`src/shared/ssg_regs.svh`:
```
// Register offsets, field positions, source masks and line codes of the event block
`ifndef SSG_REGS_SVH
`define SSG_REGS_SVH
// How it works
// - Enabled management event with handler flag set clears flag, sends interrupt.
// - Management interrupt leaves as a virtual wire message pulse, no pin.
// - After a message, pending management events wait until flag is set again.
// - Setting the flag with an event still active sends another message at once.
// - Control interrupt is a level held while select is 1 and any enabled control or dual source stays set, or enabled global status stays set.
// - Legacy mode routes control interrupt to line 9, 10 or 11.
// - Advanced mode allows lines 9, 10, 11 and 20 through 23.
// - Polarity inverts when the selected line is shared with a PCI line.
// - Each source has a sticky status bit; only sources outside the no-enable mask have a working enable bit.
// - Pin, bus-0, button, alarm and LAN wake may raise either interrupt.
// - PCIe PME and hot-plug enables gate only the control interrupt.
// - Button override raises only the control interrupt, no enable.
// - Timer overflow, every 2.34 s, raises either type when enabled.
// - Watchdog control message and enabled watchdog control logic raise control only.
// - Watchdog timeout, data-in write, message, mapped NMI raise management only.
// - Intrusion with action field 10 records detection, raises management.
// - Write-enable rising under lock, or write attempt while write-enable is set, sets write status.
// - Firmware release sets global status; OS release raises management if enabled.
// - Port write, periodic timer and 64 ms timer raise management when enabled.
// - USB, serial IRQ, trap, SMBus host and slave raise management only.
// - Global management enable must be 1 for any management interrupt.
// - Control select 1 routes dual sources to control, 0 to management.

// Register byte offsets
`define SSG_STS_OFF     8'h00
`define SSG_EN_OFF      8'h04
`define SSG_CTL_OFF     8'h08
`define SSG_FW_OFF      8'h0C
`define SSG_OUT_OFF     8'h10
// Source bit positions in status and enable words
`define SSG_B_PMPIN     0
`define SSG_B_BUS0      1
`define SSG_B_PCIE      2
`define SSG_B_HOTPLUG   3
`define SSG_B_PWRBTN    4
`define SSG_B_OVERRIDE  5
`define SSG_B_RTC       6
`define SSG_B_TMROF     7
`define SSG_B_LANWAKE   8
`define SSG_B_WDCMSG    9
`define SSG_B_WDCLOG    10
`define SSG_B_WDMLOG    11
`define SSG_B_WDTOUT    12
`define SSG_B_WDDATA    13
`define SSG_B_WDMMSG    14
`define SSG_B_NMI       15
`define SSG_B_INTRUDE   16
`define SSG_B_FWWR      17
`define SSG_B_GLBSTS    18
`define SSG_B_OSREL     19
`define SSG_B_PORT      20
`define SSG_B_PERIODIC  21
`define SSG_B_SWTMR     22
`define SSG_B_USB       23
`define SSG_B_SERIRQ    24
`define SSG_B_TRAP      25
`define SSG_B_SMBHOST   26
`define SSG_B_SMBSLAVE  27
`define SSG_NSRC        28
// Source class masks
`define SSG_DUAL_MASK   28'h00001D3
`define SSG_CTL_ONLY    28'h004062C
`define SSG_MGT_ONLY    28'hFFBF800
`define SSG_NOEN_MASK   28'hB037220
`define SSG_STS_RST     28'h0000000
`define SSG_EN_RST      28'h0000000
// Control word fields
`define SSG_C_EOH       0
`define SSG_C_CSEL      1
`define SSG_C_GMGT      2
`define SSG_C_APIC      3
`define SSG_C_LINE_LO   4
`define SSG_C_LINE_HI   7
`define SSG_C_SHARED    8
`define SSG_C_INTRD_LO  9
`define SSG_C_INTRD_HI  10
`define SSG_CTL_RST     11'h001
`define SSG_INTRD_SMI   2'h2
// Firmware word fields
`define SSG_F_WE        0
`define SSG_F_LOCK      1
`define SSG_F_REL       2
`define SSG_F_GREN      3
`define SSG_F_FWREN     4
// Route line codes
`define SSG_LINE_DEF    4'h9
`define SSG_LINE_MAXL   4'hB
`define SSG_LINE_APMIN  8'h14
`define SSG_LINE_APMAX  8'h17
`endif

```
`src/shared/ssg_pkg.sv`:
```
// Types shared by the event block
`default_nettype none
package ssg_pkg;
    typedef enum logic [0:0] {
        SSG_ARMED = 1'b0,
        SSG_WAIT  = 1'b1
    } ssg_mstate_t;
endpackage
`default_nettype wire

```
`src/rtl/ssg_event_gen.sv`:
```
// Management and control interrupt generator with Wishbone registers
`include "ssg_regs.svh"
`default_nettype none
module ssg_event_gen (
    input  wire logic                 clk_i,
    input  wire logic                 rst_i,
    input  wire logic [7:0]           wb_adr_i,
    input  wire logic [31:0]          wb_dat_i,
    input  wire logic [3:0]           wb_sel_i,
    input  wire logic                 wb_we_i,
    input  wire logic                 wb_cyc_i,
    input  wire logic                 wb_stb_i,
    output logic      [31:0]          wb_dat_o,
    output logic                      wb_ack_o,
    input  wire logic [`SSG_NSRC-1:0] event_i,
    input  wire logic                 chassis_intrusion_input_i,
    input  wire logic                 fw_write_attempt_i,
    output logic                      virtual_wire_message_o,
    output logic                      ctrl_irq_o,
    output logic      [4:0]           ctrl_irq_line_o
);
    // ************************************************************
    // Bus slave
    // ************************************************************
    logic [`SSG_NSRC-1:0] status;
    logic [`SSG_NSRC-1:0] enable;
    logic [10:0]          ctl;
    logic [4:0]           fw;
    logic                 intr_q;
    ssg_pkg::ssg_mstate_t mstate;
    logic                 req;
    logic                 wr;
    logic                 rd_sts;
    logic [31:0]          wmask;
    logic [31:0]          wdat;
    logic [31:0]          next_rdata;

    assign req = wb_cyc_i & wb_stb_i & ~wb_ack_o;
    assign wr  = req & wb_we_i;
    assign wmask = {{8{wb_sel_i[3]}}, {8{wb_sel_i[2]}},
                    {8{wb_sel_i[1]}}, {8{wb_sel_i[0]}}};
    assign wdat = wb_dat_i & wmask;

    function automatic logic [31:0] merge(input logic [31:0] old);
        merge = (old & ~wmask) | wdat;
    endfunction

    always_ff @(posedge clk_i) begin
        if (rst_i) begin
            wb_ack_o <= 1'b0;
        end else begin
            wb_ack_o <= req;
        end
    end

    always_comb begin
        next_rdata = 32'h0000_0000;
        case (wb_adr_i)
            `SSG_STS_OFF: next_rdata[`SSG_NSRC-1:0] = status;
            `SSG_EN_OFF:  next_rdata[`SSG_NSRC-1:0] = enable;
            `SSG_CTL_OFF: next_rdata[10:0] = ctl;
            `SSG_FW_OFF:  next_rdata[4:0] = fw;
            `SSG_OUT_OFF: next_rdata[6:0] = {ctrl_irq_line_o, ctrl_irq_o,
                                             virtual_wire_message_o};
            default:      next_rdata = 32'h0000_0000;
        endcase
    end

    always_ff @(posedge clk_i) begin
        if (rst_i) begin
            wb_dat_o <= 32'h0000_0000;
        end else if (req & ~wb_we_i) begin
            wb_dat_o <= next_rdata;
        end
    end

    // ************************************************************
    // Enables and firmware control
    // ************************************************************
    logic fw_we_rise;
    logic fw_rel_wr;
    logic os_rel_wr;
    logic [31:0] fw_new;
    logic [31:0] en_new;
    assign fw_new = merge({27'h0, fw});
    assign en_new = merge({4'h0, enable});
    assign fw_rel_wr = wr && wb_adr_i == `SSG_FW_OFF
                       && fw_new[`SSG_F_REL];
    assign os_rel_wr = wr && wb_adr_i == `SSG_OUT_OFF
                       && wdat[0];
    assign fw_we_rise = wr && wb_adr_i == `SSG_FW_OFF
                        && fw_new[`SSG_F_WE] && !fw[`SSG_F_WE];

    always_ff @(posedge clk_i) begin
        if (rst_i) begin
            enable <= `SSG_EN_RST;
        end else if (wr && wb_adr_i == `SSG_EN_OFF) begin
            enable <= en_new[`SSG_NSRC-1:0];
        end
    end

    always_ff @(posedge clk_i) begin
        if (rst_i) begin
            fw <= 5'h00;
        end else if (wr && wb_adr_i == `SSG_FW_OFF) begin
            // Release bit is a strobe, never stored
            fw <= {fw_new[4:3], 1'b0, fw_new[1:0]};
        end
    end

    // ************************************************************
    // Status capture
    // ************************************************************
    logic [`SSG_NSRC-1:0] hw_set;
    logic [`SSG_NSRC-1:0] sw_clr;
    logic                 intr_rise;
    assign intr_rise = chassis_intrusion_input_i & ~intr_q;

    always_comb begin
        hw_set = event_i;
        hw_set[`SSG_B_INTRUDE] = intr_rise &&
            ctl[`SSG_C_INTRD_HI:`SSG_C_INTRD_LO] == `SSG_INTRD_SMI;
        hw_set[`SSG_B_FWWR] = (fw_we_rise && fw[`SSG_F_LOCK])
            || (fw_write_attempt_i && fw[`SSG_F_WE]);
        hw_set[`SSG_B_GLBSTS] = fw_rel_wr;
        hw_set[`SSG_B_OSREL] = os_rel_wr;
    end

    assign sw_clr = (wr && wb_adr_i == `SSG_STS_OFF)
                    ? wdat[`SSG_NSRC-1:0] : `SSG_STS_RST;

    always_ff @(posedge clk_i) begin
        if (rst_i) begin
            intr_q <= 1'b0;
        end else begin
            intr_q <= chassis_intrusion_input_i;
        end
    end

    // Write one to clear; a new event in the same cycle wins
    always_ff @(posedge clk_i) begin
        if (rst_i) begin
            status <= `SSG_STS_RST;
        end else begin
            status <= (status & ~sw_clr) | hw_set;
        end
    end

    // ************************************************************
    // Request evaluation
    // ************************************************************
    logic [`SSG_NSRC-1:0] gated;
    logic                 ctl_req;
    logic                 mgt_req;
    logic                 csel;
    assign csel = ctl[`SSG_C_CSEL];
    // Sources with no enable count as always enabled
    assign gated = status & (enable | `SSG_NOEN_MASK);

    always_comb begin
        ctl_req = |(gated & `SSG_CTL_ONLY);
        ctl_req = ctl_req | (csel & |(gated & `SSG_DUAL_MASK));
        // Select gates every control source but global status
        ctl_req = ctl_req & csel;
        // Global status raises the control line even without select
        ctl_req = ctl_req | gated[`SSG_B_GLBSTS];
        mgt_req = |(gated & `SSG_MGT_ONLY
                    & ~(`SSG_NSRC'(1) << `SSG_B_OSREL));
        mgt_req = mgt_req | (status[`SSG_B_OSREL] & fw[`SSG_F_FWREN]);
        mgt_req = mgt_req | (~csel & |(gated & `SSG_DUAL_MASK));
        mgt_req = mgt_req & ctl[`SSG_C_GMGT];
    end

    // ************************************************************
    // Management interrupt sequencing
    // ************************************************************
    logic eoh_wr;
    logic [31:0] ctl_new;
    assign ctl_new = merge({21'h0, ctl});
    assign eoh_wr = wr && wb_adr_i == `SSG_CTL_OFF && ctl_new[`SSG_C_EOH];

    always_ff @(posedge clk_i) begin
        if (rst_i) begin
            ctl <= `SSG_CTL_RST;
        end else if (mgt_req && ctl[`SSG_C_EOH]) begin
            // Flag clear wins; the other fields still take the write
            if (wr && wb_adr_i == `SSG_CTL_OFF) begin
                ctl <= ctl_new[10:0];
            end
            ctl[`SSG_C_EOH] <= 1'b0;
        end else if (wr && wb_adr_i == `SSG_CTL_OFF) begin
            ctl <= ctl_new[10:0];
        end
    end

    always_ff @(posedge clk_i) begin
        if (rst_i) begin
            mstate <= ssg_pkg::SSG_ARMED;
        end else begin
            case (mstate)
                ssg_pkg::SSG_ARMED:
                    if (mgt_req && ctl[`SSG_C_EOH]) begin
                        mstate <= ssg_pkg::SSG_WAIT;
                    end
                ssg_pkg::SSG_WAIT:
                    if (eoh_wr) begin
                        mstate <= ssg_pkg::SSG_ARMED;
                    end
                default: mstate <= ssg_pkg::SSG_ARMED;
            endcase
        end
    end

    // One-cycle message pulse replaces a dedicated pin
    always_ff @(posedge clk_i) begin
        if (rst_i) begin
            virtual_wire_message_o <= 1'b0;
        end else begin
            virtual_wire_message_o <= mgt_req && ctl[`SSG_C_EOH];
        end
    end

    // ************************************************************
    // Control interrupt routing
    // ************************************************************
    logic [3:0] line_f;
    logic [4:0] next_line;
    assign line_f = ctl[`SSG_C_LINE_HI:`SSG_C_LINE_LO];

    // Out-of-range codes fall back to the default line
    always_comb begin
        next_line = {1'b0, `SSG_LINE_DEF};
        if (line_f >= `SSG_LINE_DEF && line_f <= `SSG_LINE_MAXL) begin
            next_line = {1'b0, line_f};
        end else if (ctl[`SSG_C_APIC] && {4'h0, line_f} + 8'h10
                     >= `SSG_LINE_APMIN && {4'h0, line_f} + 8'h10
                     <= `SSG_LINE_APMAX) begin
            next_line = 5'({1'b0, line_f} + 5'h10);
        end
    end

    always_ff @(posedge clk_i) begin
        if (rst_i) begin
            ctrl_irq_line_o <= {1'b0, `SSG_LINE_DEF};
            ctrl_irq_o      <= 1'b0;
        end else begin
            ctrl_irq_line_o <= next_line;
            // Shared lines run active low
            ctrl_irq_o <= ctl_req ^ ctl[`SSG_C_SHARED];
        end
    end
endmodule // ssg_event_gen
`default_nettype wire

```
`config.mk`:
```
export PLATFORM = sky130hd
export DESIGN_NAME = ssg_event_gen
export DESIGN_NICKNAME = d
export VERILOG_FILES = /design/src/shared/ssg_pkg.sv /design/src/rtl/ssg_event_gen.sv
export VERILOG_INCLUDE_DIRS = /design/src /design/src/shared
export SDC_FILE = /design/constraint.sdc
export NUM_CORES = 1
export LEC_CHECK = 0
export ABC_AREA = 1
export BUFFER_PORTS_ARGS = -buffer_cell sky130_fd_sc_hd__buf_2
export CORE_AREA = 5 5 131 133
export CTS_CLUSTER_DIAMETER = 100
export CTS_CLUSTER_SIZE = 40
export DETAILED_ROUTE_END_ITERATION = 10
export DIE_AREA = 0 0 136 138
export MAX_ROUTING_LAYER = met4
export SYNTH_ARGS = -nofsm -noshare
export SYNTH_HDL_FRONTEND = slang
export SYNTH_SLANG_ARGS = --single-unit
```
`constraint.sdc`:
```
create_clock -name clk_i -period 2.2 [get_ports clk_i]
set_clock_uncertainty 0.2 [all_clocks]
set_input_delay 0.44 -clock clk_i [delete_from_list [all_inputs] [get_ports clk_i]]
set_output_delay 0.44 -clock clk_i [all_outputs]
set_load 0.05 [all_outputs]
```
==> impl_results.md, run 1 <==
- Status: complete, no violations
- Synth Instances: 679
- Power per cell area: 695 mW/mm2
- Switch share: roughly 25%
- Max Clock Freq: 0.562 GHz
- Largest net degree at the start of global routing: 57
- Sequential fraction of the synthesis area: a little under half
- Post_cts resized: 0
- P_int: slightly above 3 mW
- Max IR drop VDD: 0.000384 V
- FF+latch count, synth: about 110
- Via density: between 4 and 5
- Hold_buf cts: 0
- # Max-Cap Violations: 0
- Pins over their slew limit: 0
- Reg area: 0.00216 mm2
- Synth area leaders: dfxtp_1 (45%), nand2_1 (12%), a21oi_1 (10%)
- Primary FF master, synth: dfxtp_1
- Sequential power share: around half
- Mapped cell area: about 0.0048 mm2
- Global-route wire length before repair: 23.8 mm
- # clock sinks: between 100 and 150
- Area of the multi-input gates: ~0.0021 mm2
- Final worst path period need: approximately 1.8 ns
- Root Driver: clkbuf_16
- Final setup violation count: 0
- Wire per inst: 15.0 um
- Layout Cells excl Fill: roughly 1,000
- Gate power share: under 10%
- Post-synth EDFFs: 0
- Placed wire-length estimate: 11.1 mm
- Top cell type's share of synthesized area: 45.2%
- Async S/R FF share, synth: 0%
- Fill cells: 1,712
- Post CTS Setup Buffer Count: 0
- Crit. End Element: flip-flop
- CTS clk-pin slew, worst paths: about 0.070 ns
- Fin crit share: 80.9%
- Hold Path Class: in -> reg
- Yosys Warn Count: 0
- Placed cell count: slightly below 1,000
- Commonest cells in the netlist: nand2_1 (155), dfxtp_1 (108), a21oi_1 (97)
- Pwr Total: between 4 and 5 mW
- Crit Path Max Fanout: 10
- Share of cells above drive strength 1: 20.8%
- # DRC: 0
- DRT Pass-1 Iters: 6
- Total global-route track usage: between 10% and 20%
- Data required time at the worst endpoint: roughly 2.2 ns
- Port bufs: 106
- Routing usage on met1: 22.0%
- Via count: between 4,000 and 5,000
- Vias in the first global route: around 4,500
- Final RePlAce weighted congestion: between 0.9 and 1
- Clock Power Share: 40.6%
- Die span in x: roughly 140 um
- H-tree Lvls: 3
- Initial antenna violation count: 0
- Skew-Pair Late Insertion Delay: roughly 0.36 ns
- Worst slew pin tran: 0.659 ns
- DRT antenna net count: 0
- GRT Residual Overflow: 0
- Arrival time worst endpoint: 1.80 ns
- Initial Utilization: between 30% and 40%
- Synth-to-layout area growth: 23.2%
- Initial drt markers: between 300 and 400
- DIE AREA: about 0.019 mm2
- CP Launch Type: flip-flop
- Post-Syn Area per Cell: a little over 7 um2
- Core Region: 0.0157 mm2
- Clock buffer depth: 2
- Std-Cell Rows: 46
- N_diodes: 0
- Fin Setup TNS: 0 ns
- Nets: roughly 860
- Net switching power: just over 1 mW
- Yosys cell types: 27
- RSZ-0062 raised after global routing: false
- Ports: 119
- R2r worst-path depth: 7
- GR peak layer: met2
- Hold path cells: 3
- Met2 Usage GRT: 25.2%
- Total CTS buffers: 9
- Drt total wl: approximately 15 mm
- TritonCTS clock tree: yes
- Worst slew margin: 56.1%
- GR Layer Usage met3: between 4 and 5%
- Yosys top cell by area: dfxtp_1
- Most common cell in the netlist: nand2_1
- Worst hold margin: 0.107 ns
- Leak: between 2 and 3 nW
- Critical path class: reg -> reg
- Final Hold Fails: 0
- Die height: 138 um
==> worst max-delay path, cell delays in order, from the launching register on <==
cell     delay, ns
dfxtp_1       0.33
nor2_1        0.16
nand2_2       0.19
inv_2         0.12
nand2_2       0.16
buf_4         0.23
o21ai_0       0.17
a21oi_1       0.08
==> layout by cell type, fill, tap and decap left out, types with 3 or more instances in the layout <==
| master | count |
|---|---|
| o211ai_1 | 18 |
| o21ai_0 | 76 |
| nor2_1 | 31 |
| o21ai_1 | 7 |
| clkbuf_16 | 9 |
| conb_1 | 4 |
| a21oi_1 | 97 |
| nor3_1 | 4 |
| nand3_1 | 32 |
| nand2_2 | 9 |
| buf_4 | 18 |
| buf_2 | 106 |
| dfxtp_1 | 108 |
| nor2_4 | 3 |
| clkinv_2 | 5 |
| nand2_1 | 155 |
| inv_1 | 91 |
==> per-layer routing <==
layer / share of wire, % / routed length [um]
met4: 1.3 / 201
met1: 46 / 6860
met3: 8.0 / 1210
met2: 45 / 6790
met5: 0 / 0
==> through the flow <==
| stage | worst slack [ns] | utilization (%) | area [um2] |
|---|---|---|---|
| CTS | 0.417 | 37.5 | 5890 |
| floorplan | 0.381 | - | 4800 |
| global route | 0.278 | 37.5 | 5890 |
| finish | 0.420 | 37.5 | 5890 |
| detailed placement | 0.0797 | 35.6 | 5590 |
| global placement | 0.132 | 35.6 | 5590 |
==> path summary, 6_finish.rpt <==
check,start,slack [ns],endpoint
worst min-delay path,chassis_intrusion_input_i,0.11,intr_q
worst max-delay path,wb_ack_o,0.42,status[9]
worst min register to register,flip-flop,0.25,flip-flop
worst max register to register,wb_ack_o,0.42,status[9]
==> cells by family after synthesis <==
family / after synthesis / share of synthesized area (%)
simple gates: 240 / 21.4
compound gates: 200 / 22.0
buf+inv: 130 / 11.3
flops: 108 / 45.2
other cells: 1 / 0.0784
==> power by group through the flow <==
stage / clock network, mW / logic (mW) / registers (mW)
2_1_floorplan: 0 / 0.171 / 2.15
3_3_place_gp: 0 / 0.390 / 2.09
3_5_place_dp: 0 / 0.393 / 2.09
4_1_cts: 1.72 / 0.394 / 2.04
5_1_grt: 1.78 / 0.431 / 2.05
6_report: 1.66 / 0.391 / 2.04
==> cell type report <==
cell class / count / share of cell area (%)
flip-flops and latches: 108 / 36.7
clock inverters: 5 / 0.849
well taps: 216 / 4.59
clock buffers: 11 / 4.29
inverters: 95 / 6.11
repair buffers: 126 / 12.0
multi-input cells: 444 / 35.5
(Power assumes the default switching activity.)
==> inputs of run 2 (changes only) <==
--- a/config.mk
+++ b/config.mk
@@ -6,13 +6,13 @@
 export SDC_FILE = /design/constraint.sdc
 export NUM_CORES = 1
 export LEC_CHECK = 0
-export ABC_AREA = 1
+export ABC_AREA = 0
 export BUFFER_PORTS_ARGS = -buffer_cell sky130_fd_sc_hd__buf_2
-export CORE_AREA = 5 5 131 133
+export CORE_AREA = 5 5 130 132
 export CTS_CLUSTER_DIAMETER = 100
 export CTS_CLUSTER_SIZE = 40
 export DETAILED_ROUTE_END_ITERATION = 10
-export DIE_AREA = 0 0 136 138
+export DIE_AREA = 0 0 135 137
 export MAX_ROUTING_LAYER = met4
 export SYNTH_ARGS = -nofsm -noshare
 export SYNTH_HDL_FRONTEND = slang
==> constraint.sdc (replaced) <==
create_clock -name clk_i -period 1.5 [get_ports clk_i]
set_clock_uncertainty 0.2 [all_clocks]
set_input_delay 0.3 -clock clk_i [delete_from_list [all_inputs] [get_ports clk_i]]
set_output_delay 0.3 -clock clk_i [all_outputs]
set_load 0.05 [all_outputs]
==> run 2 against run 1 <==
Net effect:
- the run now ends with negative setup slack left
- sequential share of layout area shrank 7.1 points
- via count increased by 6.1%
- core utilization is 9.6 points higher
- sequential power grew 48%
- critical path depth stayed put
- setup slack got worse by 0.88 ns
- cell area is 25% higher
- worst hold slack worse by 0.099 ns
- routed wire length up 21%
- clock-buffer cell count up 2
- final cell count fell by 6.3%
- critical endpoint is now ctl[0]
- highest routed layer unchanged
==> impl_results.md, run 2 <==
- Wire per inst: 19.3 um (was 15.0 um)
- Post-synth EDFFs: 0 (unchanged)
- Final Util: 47.1% (was 37.5%)
- Switch share: 26.2% (was 25.1%)
- Post-Syn Area per Cell: 8.98 um2 (was 7.05 um2)
- Worst setup margin: -0.464 ns (was 0.420 ns)
- Arrival time worst endpoint: 2.01 ns (was 1.80 ns)
- Port bufs: 106 (unchanged)
- Clock Power Share: 39.3% (was 40.6%)
- Hold Path Class: in -> reg (unchanged)
- Final worst path period need: 1.96 ns (was 1.78 ns)
- Net switching power: 1.69 mW (was 1.03 mW)
- Total global-route track usage: 19.8% (was 16.5%)
- Crit. End Element: flip-flop (unchanged)
- DRT Pass-1 Iters: 5 (was 6)
- Std-Cell Rows: 46 (unchanged)
- # DRC: 0 (unchanged)
- Post-route cell area: 0.00735 mm2 (was 0.00589 mm2)
- Initial Utilization: 30.3% (was 30.5%)
- Die height: 137 um (was 138 um)
- Clock buffer depth: 2 (unchanged)
- Mapped cell area: 0.00473 mm2 (was 0.00479 mm2)
- DIE AREA: 0.0185 mm2 (was 0.0188 mm2)
- TritonCTS clock tree: yes (unchanged)
- P_int: 4.76 mW (was 3.07 mW)
- Final setup violation count: 100 (was 0)
- Synth Instances: 526 (was 679)
- FF+latch count, synth: 108 (unchanged)
- Status: complete, but fails checks (was complete, no violations)
- Yosys Warn Count: 0 (unchanged)
- Initial drt markers: 497 (was 341)
- Drt total wl: 18.2 mm (was 15.1 mm)
- Max Clock Freq: 0.509 GHz (was 0.562 GHz)
- Vias in the first global route: 4,939 (was 4,489)
- GRT Residual Overflow: 0 (unchanged)
- Core Region: 0.0156 mm2 (was 0.0157 mm2)
- Initial antenna violation count: 0 (unchanged)
- Global-route wire length before repair: 27.5 mm (was 23.8 mm)
- Total CTS buffers: 9 (unchanged)
- Dpl ws: -0.832 ns (was 0.0797 ns)
- Synth area leaders: dfxtp_1 (46%), nor2_1 (4.8%), mux2i_1 (4.4%) (was dfxtp_1 (45%), nand2_1 (12%), a21oi_1 (10%))
- Commonest non-fill, non-tap cell in the layout: dfxtp_1 (was nand2_1)
- Worst hold margin: 0.00822 ns (was 0.107 ns)
- Via density: 5.36 (was 4.74)
- Via count: 5,049 (was 4,759)
- Max IR drop VDD: 0.000479 V (was 0.000384 V)
- Largest net degree at the start of global routing: 50 (was 57)
- Skew-Pair Late Insertion Delay: 0.36 ns (about the same)
- Root Driver: clkbuf_16 (unchanged)
- Highest-count cells in the layout ignoring fill and taps: dfxtp_1 (105), buf_2 (89), nor2_1 (57) (was nand2_1 (155), dfxtp_1 (108), buf_2 (106))
- Commonest cells in the netlist: dfxtp_1 (108), nor2_1 (61), o21ai_0 (38) (was nand2_1 (155), dfxtp_1 (108), a21oi_1 (97))
- Gate power share: 14.0% (was 9.5%)
- Failing checks: negative setup slack
- Crit Path Max Fanout: 6 (was 10)
- Synth-to-layout area growth: 55.5% (was 23.2%)
- Async S/R FF share, synth: 0% (unchanged)
- Yosys cell types: 50 (was 27)
- Area after DPL: 0.00595 mm2 (was 0.00559 mm2)
- Power per cell area: 878 mW/mm2 (was 695 mW/mm2)
- CP Launch Type: flip-flop (unchanged)
- CTS clk-pin slew, worst paths: 0.07 ns (about the same)
- Nets: 800 (was 863)
- Critical path class: reg -> reg (unchanged)
- Data required time at the worst endpoint: 1.55 ns (was 2.22 ns)
- Pwr Total: 6.45 mW (was 4.10 mW)
- N_diodes: 0 (unchanged)
- Ports: 119 (unchanged)
- Sequential fraction of the synthesis area: 45.8% (was 45.2%)
- # clock sinks: 108 (unchanged)
- Placed wire-length estimate: 12.2 mm (was 11.1 mm)
- Most common cell in the netlist: dfxtp_1 (was nand2_1)
- Sequential power share: 46.7% (was 49.9%)
- DRT antenna net count: 0 (unchanged)
- Die span in x: 135 um (was 136 um)
- H-tree Lvls: 3 (unchanged)
- Primary FF master, synth: dfxtp_1 (unchanged)
- RSZ-0062 raised after global routing: true (was false)
- Yosys top cell by area: dfxtp_1 (unchanged)
- Fin crit share: 131% (was 80.9%)
- # Max-Cap Violations: 0 (unchanged)
- Pins over their slew limit: 0 (unchanged)
- Leak: 3.05 nW (was 2.80 nW)
- Share of cells above drive strength 1: 42.4% (was 20.8%)
- Top cell type's share of synthesized area: 45.8% (was 45.2%)
- Final Hold Fails: 0 (unchanged)
- Final RePlAce weighted congestion: 0.867 (was 0.914)
run 2: cell types whose count changed after synthesis, moves of 18 or more:
cell      change
nand2_1     -145
a311oi_1     +19
a221oi_1     +21
o211ai_1     -18
mux2i_1      +21
nor2_1       +30
a21oi_1      -67
inv_1        -65
o21ai_0      -38
run 2: worst max-delay path, cell delays in order (launching register included):
cell and delay, ns:
dfxtp_4 0.34, nand4b_1 0.24, buf_6 0.19, buf_6 0.11, nor4_4 0.29, buf_4 0.21, mux2i_1 0.19, a21oi_1 0.08
run 2: worst paths after layout:
| path | slack (ns) | to | depth (start not counted) | from |
|---|---|---|---|---|
| worst max-delay path | -0.46 | ctl[0] | 7 | wb_ack_o |
| worst min-delay path | 0.008 | status[9] | 3 | event_i[9] |
| worst max register to register | -0.46 | ctl[0] | 7 | wb_ack_o |
| worst min register to register | 0.27 | flip-flop | 2 | flip-flop |
run 2: through the flow:
stage          instances  TNS, ns
2_1_floorplan        529   -59.04
3_3_place_gp         884   -65.10
3_5_place_dp         884   -66.68
4_1_cts              942   -29.81
5_1_grt              942   -36.23
6_report             942   -29.16
run 2: metal layers:
metal / vias to the layer above / GRT usage [%] / share of wire (%)
li1: 2347 / - / -
met1: 2435 / 25.6 / 42
met2: 228 / 30.9 / 48
met3: 39 / 3.68 / 7.2
met4: 0 / 7.73 / 2.6
met5: - / - / 0
run 2: cell families after synthesis:
logic type	Yosys count	synth area share, %
buffers and inverters	65	6.33
AND/OR/NAND/NOR	150	17.1
multiplexers	30	6.59
other	1	0.0794
AO/OA/AOI/OAI	171	23.9
adder cells (fa/ha/maj)	1	0.212
flip-flops	108	45.8
run 2: power by group through the flow:
stage,clock [mW],combinational [mW],sequential (mW)
4_1_cts,2.57,0.861,3.01
3_5_place_dp,0,0.710,3.06
3_3_place_gp,0,0.701,3.06
6_report,2.53,0.903,3.01
5_1_grt,2.67,0.961,3.02
2_1_floorplan,0,0.284,3.15
run 2: what timing repair did:
action / 4_1_cts / 5_1_grt
endpoints found under the hold margin: 23 / 0
hold buffers: 24 / 0
cloned: 9 / 0
setup buffers: 11 / 2
setup endpoints to repair: 101 / 116
gates resized for setup: 110 / 57
pin swaps: 53 / 25
run 2: layout make-up:
class	count	area, um2
clock buffer	13	270
clock inverter	3	43.8
fill	1431	8250
inverter	27	101
multi-input combinational	359	2790
sequential	108	2170
tap	216	270
timing repair buffer	216	1700
==> inputs of run 3 (changes only) <==
--- a/config.mk
+++ b/config.mk
@@ -6,13 +6,13 @@
 export SDC_FILE = /design/constraint.sdc
 export NUM_CORES = 1
 export LEC_CHECK = 0
-export ABC_AREA = 0
+export ABC_AREA = 1
 export BUFFER_PORTS_ARGS = -buffer_cell sky130_fd_sc_hd__buf_2
-export CORE_AREA = 5 5 130 132
+export CORE_AREA = 5 5 131 133
 export CTS_CLUSTER_DIAMETER = 100
 export CTS_CLUSTER_SIZE = 40
 export DETAILED_ROUTE_END_ITERATION = 10
-export DIE_AREA = 0 0 135 137
+export DIE_AREA = 0 0 136 138
 export MAX_ROUTING_LAYER = met4
 export SYNTH_ARGS = -nofsm -noshare
 export SYNTH_HDL_FRONTEND = slang
==> run 3 against run 2 <==
Net effect:
- non-clock buffer count shrank 32
- sequential cell count is the same
- the flow still finishes with violations (negative setup slack)
- core utilization shrank 4.0 points
- clock power shrank 7.9%
- routed wire length shrank 14%
- worst hold slack gained 0.018 ns
==> impl_results.md, run 3 (same netlist as run 1, synthesis figures left out) <==
- Worst hold margin: 0.0264 ns (was 0.00822 ns)
- Hold_sp: wb_dat_i[27] (was event_i[9])
- R2r worst-path depth: 8 (was 7)
- N_diodes: 0 (unchanged)
- Final Hold Fails: 0 (unchanged)
- Arrival time worst endpoint: 1.66 ns (was 2.01 ns)
- Sequential power share: 49.4% (was 46.7%)
- Leak: 3.15 nW (was 3.05 nW)
- Reg2reg start: wb_ack_o (unchanged)
- Total global-route track usage: 17.1% (was 19.8%)
- Port bufs: 106 (unchanged)
- Placed wire-length estimate: 11.7 mm (was 12.2 mm)
- Dpl ws: -0.368 ns (was -0.832 ns)
- Gate power share: 12.2% (was 14.0%)
- DRT antenna net count: 0 (unchanged)
- Failing checks: negative setup slack (unchanged)
- Commonest non-fill, non-tap cell in the layout: nand2_1 (was dfxtp_1)
- DIE AREA: 0.0188 mm2 (was 0.0185 mm2)
- DRT Pass-1 Iters: 5 (unchanged)
- Initial drt markers: 367 (was 497)
- TritonCTS clock tree: yes (unchanged)
- CP peak stage delay: 0.35 ns (was 0.34 ns)
- Die span in x: 136 um (was 135 um)
- Status: complete, but fails checks (unchanged)
- Initial antenna violation count: 0 (unchanged)
- Via density: 4.67 (was 5.36)
- Crit path cell chain: nor2_4, nand2_4, nor2_8, buf_12, buf_8, buf_6, nand3_1, a21oi_1 (was nand4b_1, buf_6, buf_6, nor4_4, buf_4, mux2i_1, a21oi_1)
- Net switching power: 1.61 mW (was 1.69 mW)
- Final setup violation count: 16 (was 100)
- Wire per inst: 14.7 um (was 19.3 um)
- Pins over their slew limit: 0 (unchanged)
- Synth-to-layout area growth: 41.5% (was 55.5%)
- Worst setup margin: -0.0607 ns (was -0.464 ns)
- Skew-Pair Late Insertion Delay: 0.36 ns (about the same)
- Ports: 119 (unchanged)
- CP Launch Type: flip-flop (unchanged)
- Clock buffer depth: 2 (unchanged)
- Drt total wl: 15.6 mm (was 18.2 mm)
- Critical path class: reg -> reg (unchanged)
- Top delay family on crit path: simple AND/OR/NAND/NOR gates (unchanged)
- Fin crit share: 104% (was 131%)
- Switch share: 26.6% (was 26.2%)
- Power per cell area: 896 mW/mm2 (was 878 mW/mm2)
- Highest-count cells in the layout ignoring fill and taps: nand2_1 (150), dfxtp_1 (107), a21oi_1 (93) (was dfxtp_1 (105), buf_2 (89), nor2_1 (57))
- GRT Residual Overflow: 0 (unchanged)
- RSZ-0062 raised after global routing: true (unchanged)
- Worst reg2reg setup slack: -0.06 ns (was -0.46 ns)
- CTS clk-pin slew, worst paths: 0.07 ns (about the same)
- P_int: 4.45 mW (was 4.76 mW)
- CP Buf/Inv Count: 3 (unchanged)
- Via count: 4,959 (was 5,049)
- Largest net degree at the start of global routing: 57 (was 50)
- # DRC: 0 (unchanged)
- Clock Power Share: 38.4% (was 39.3%)
- Worst path slowest cell: dfxtp_4 (unchanged)
- Initial Utilization: 30.5% (was 30.3%)
- Hold path cells: 3 (unchanged)
- H-tree Lvls: 3 (unchanged)
- Crit Path Max Fanout: 4 (was 6)
- Crit. End Element: flip-flop (unchanged)
- Max Clock Freq: 0.641 GHz (was 0.509 GHz)
- Core Region: 0.0157 mm2 (was 0.0156 mm2)
- Hold Path Class: in -> reg (unchanged)
- Total CTS buffers: 9 (unchanged)
- Fill cells: 1,656 (was 1,431)
- Data required time at the worst endpoint: 1.59 ns (was 1.55 ns)
- Nets: 921 (was 800)
- Final worst path period need: 1.56 ns (was 1.96 ns)
- Final RePlAce weighted congestion: 0.887 (was 0.867)
- # clock sinks: 108 (unchanged)
- Max IR drop VDD: 0.000473 V (was 0.000479 V)
- # Max-Cap Violations: 0 (unchanged)
- Std-Cell Rows: 46 (unchanged)
- Share of cells above drive strength 1: 27.6% (was 42.4%)
- Global-route wire length before repair: 24.8 mm (was 27.5 mm)
- Root Driver: clkbuf_16 (unchanged)
- Vias in the first global route: 4,832 (was 4,939)
- Die height: 138 um (was 137 um)
- Fin Setup TNS: -0.421 ns (was -29.16 ns)
## run 3: changes by cell type in the layout (fill, tap and decap cells not counted), sizes merged, moves of 24 or more
cell   before  now
nor2       61   37
o21ai      58   84
nand2      10  165
inv        26   95
a21oi      30   98
buf       178  146
## run 3: worst max path at each step
stage                      startpoint           to  cells past startpoint
after global routing         wb_ack_o    flip-flop                      8
after global placement    wb_adr_i[0]  wb_dat_o[0]                     11
after detailed placement  wb_adr_i[0]  wb_dat_o[0]                     11
final                        wb_ack_o    flip-flop                      8
after CTS                    wb_ack_o   status[15]                      7
after floorplan           wb_adr_i[7]    flip-flop                     10
## run 3: cell type report
cell class	count	area (um2)	area share, %
clock inverters	5	35.0	0.517
multi-input cells	444	2310	34.2
flip-flops and latches	108	2170	32.0
well taps	216	270	3.99
clock buffers	11	253	3.73
repair buffers	184	1360	20.1
inverters	95	372	5.49
## run 3: stage by stage
step / cell area [um2] / utilization, % / total power, mW / std cells
floorplan: 4850 / - / 3.41 / 682
CTS: 6480 / 41.3 / 6.08 / 1059
global route: 6770 / 43.1 / 6.31 / 1063
global placement: 5920 / 37.6 / 3.71 / 1019
detailed placement: 5920 / 37.6 / 3.72 / 1019
finish: 6770 / 43.1 / 6.07 / 1063
## run 3: repair_timing
| item | in CTS | in global routing |
|---|---|---|
| hold endpoints to repair | 23 | 0 |
| endpoints found under the setup margin | 59 | 110 |
| hold buffers | 23 | 0 |
| resized for setup | 13 | 101 |
| setup buffers | 1 | 4 |
| pin swaps | 2 | 10 |
## run 3: power groups by stage
| stage | Clock [mW] | Sequential (mW) | Combinational (mW) |
|---|---|---|---|
| 3_3_place_gp | 0 | 3.06 | 0.650 |
| 3_5_place_dp | 0 | 3.06 | 0.655 |
| 6_report | 2.33 | 3.00 | 0.740 |
| 5_1_grt | 2.49 | 3.01 | 0.807 |
| 2_1_floorplan | 0 | 3.15 | 0.261 |
| 4_1_cts | 2.38 | 3.00 | 0.705 |
## run 3: per-layer routing
layer	vias up	GRT usage [%]	routed length [um]
met5	-	-	0
met4	0	5.25	245
met3	16	3.01	885
met2	136	25.8	7030
met1	2289	23.3	7480
li1	2518	-	-
## run 3: tightest hold or removal path, cell delays in order
cell and delay (ns):
buf_2 0.12, nand3_2 0.07, a21oi_2 0.04
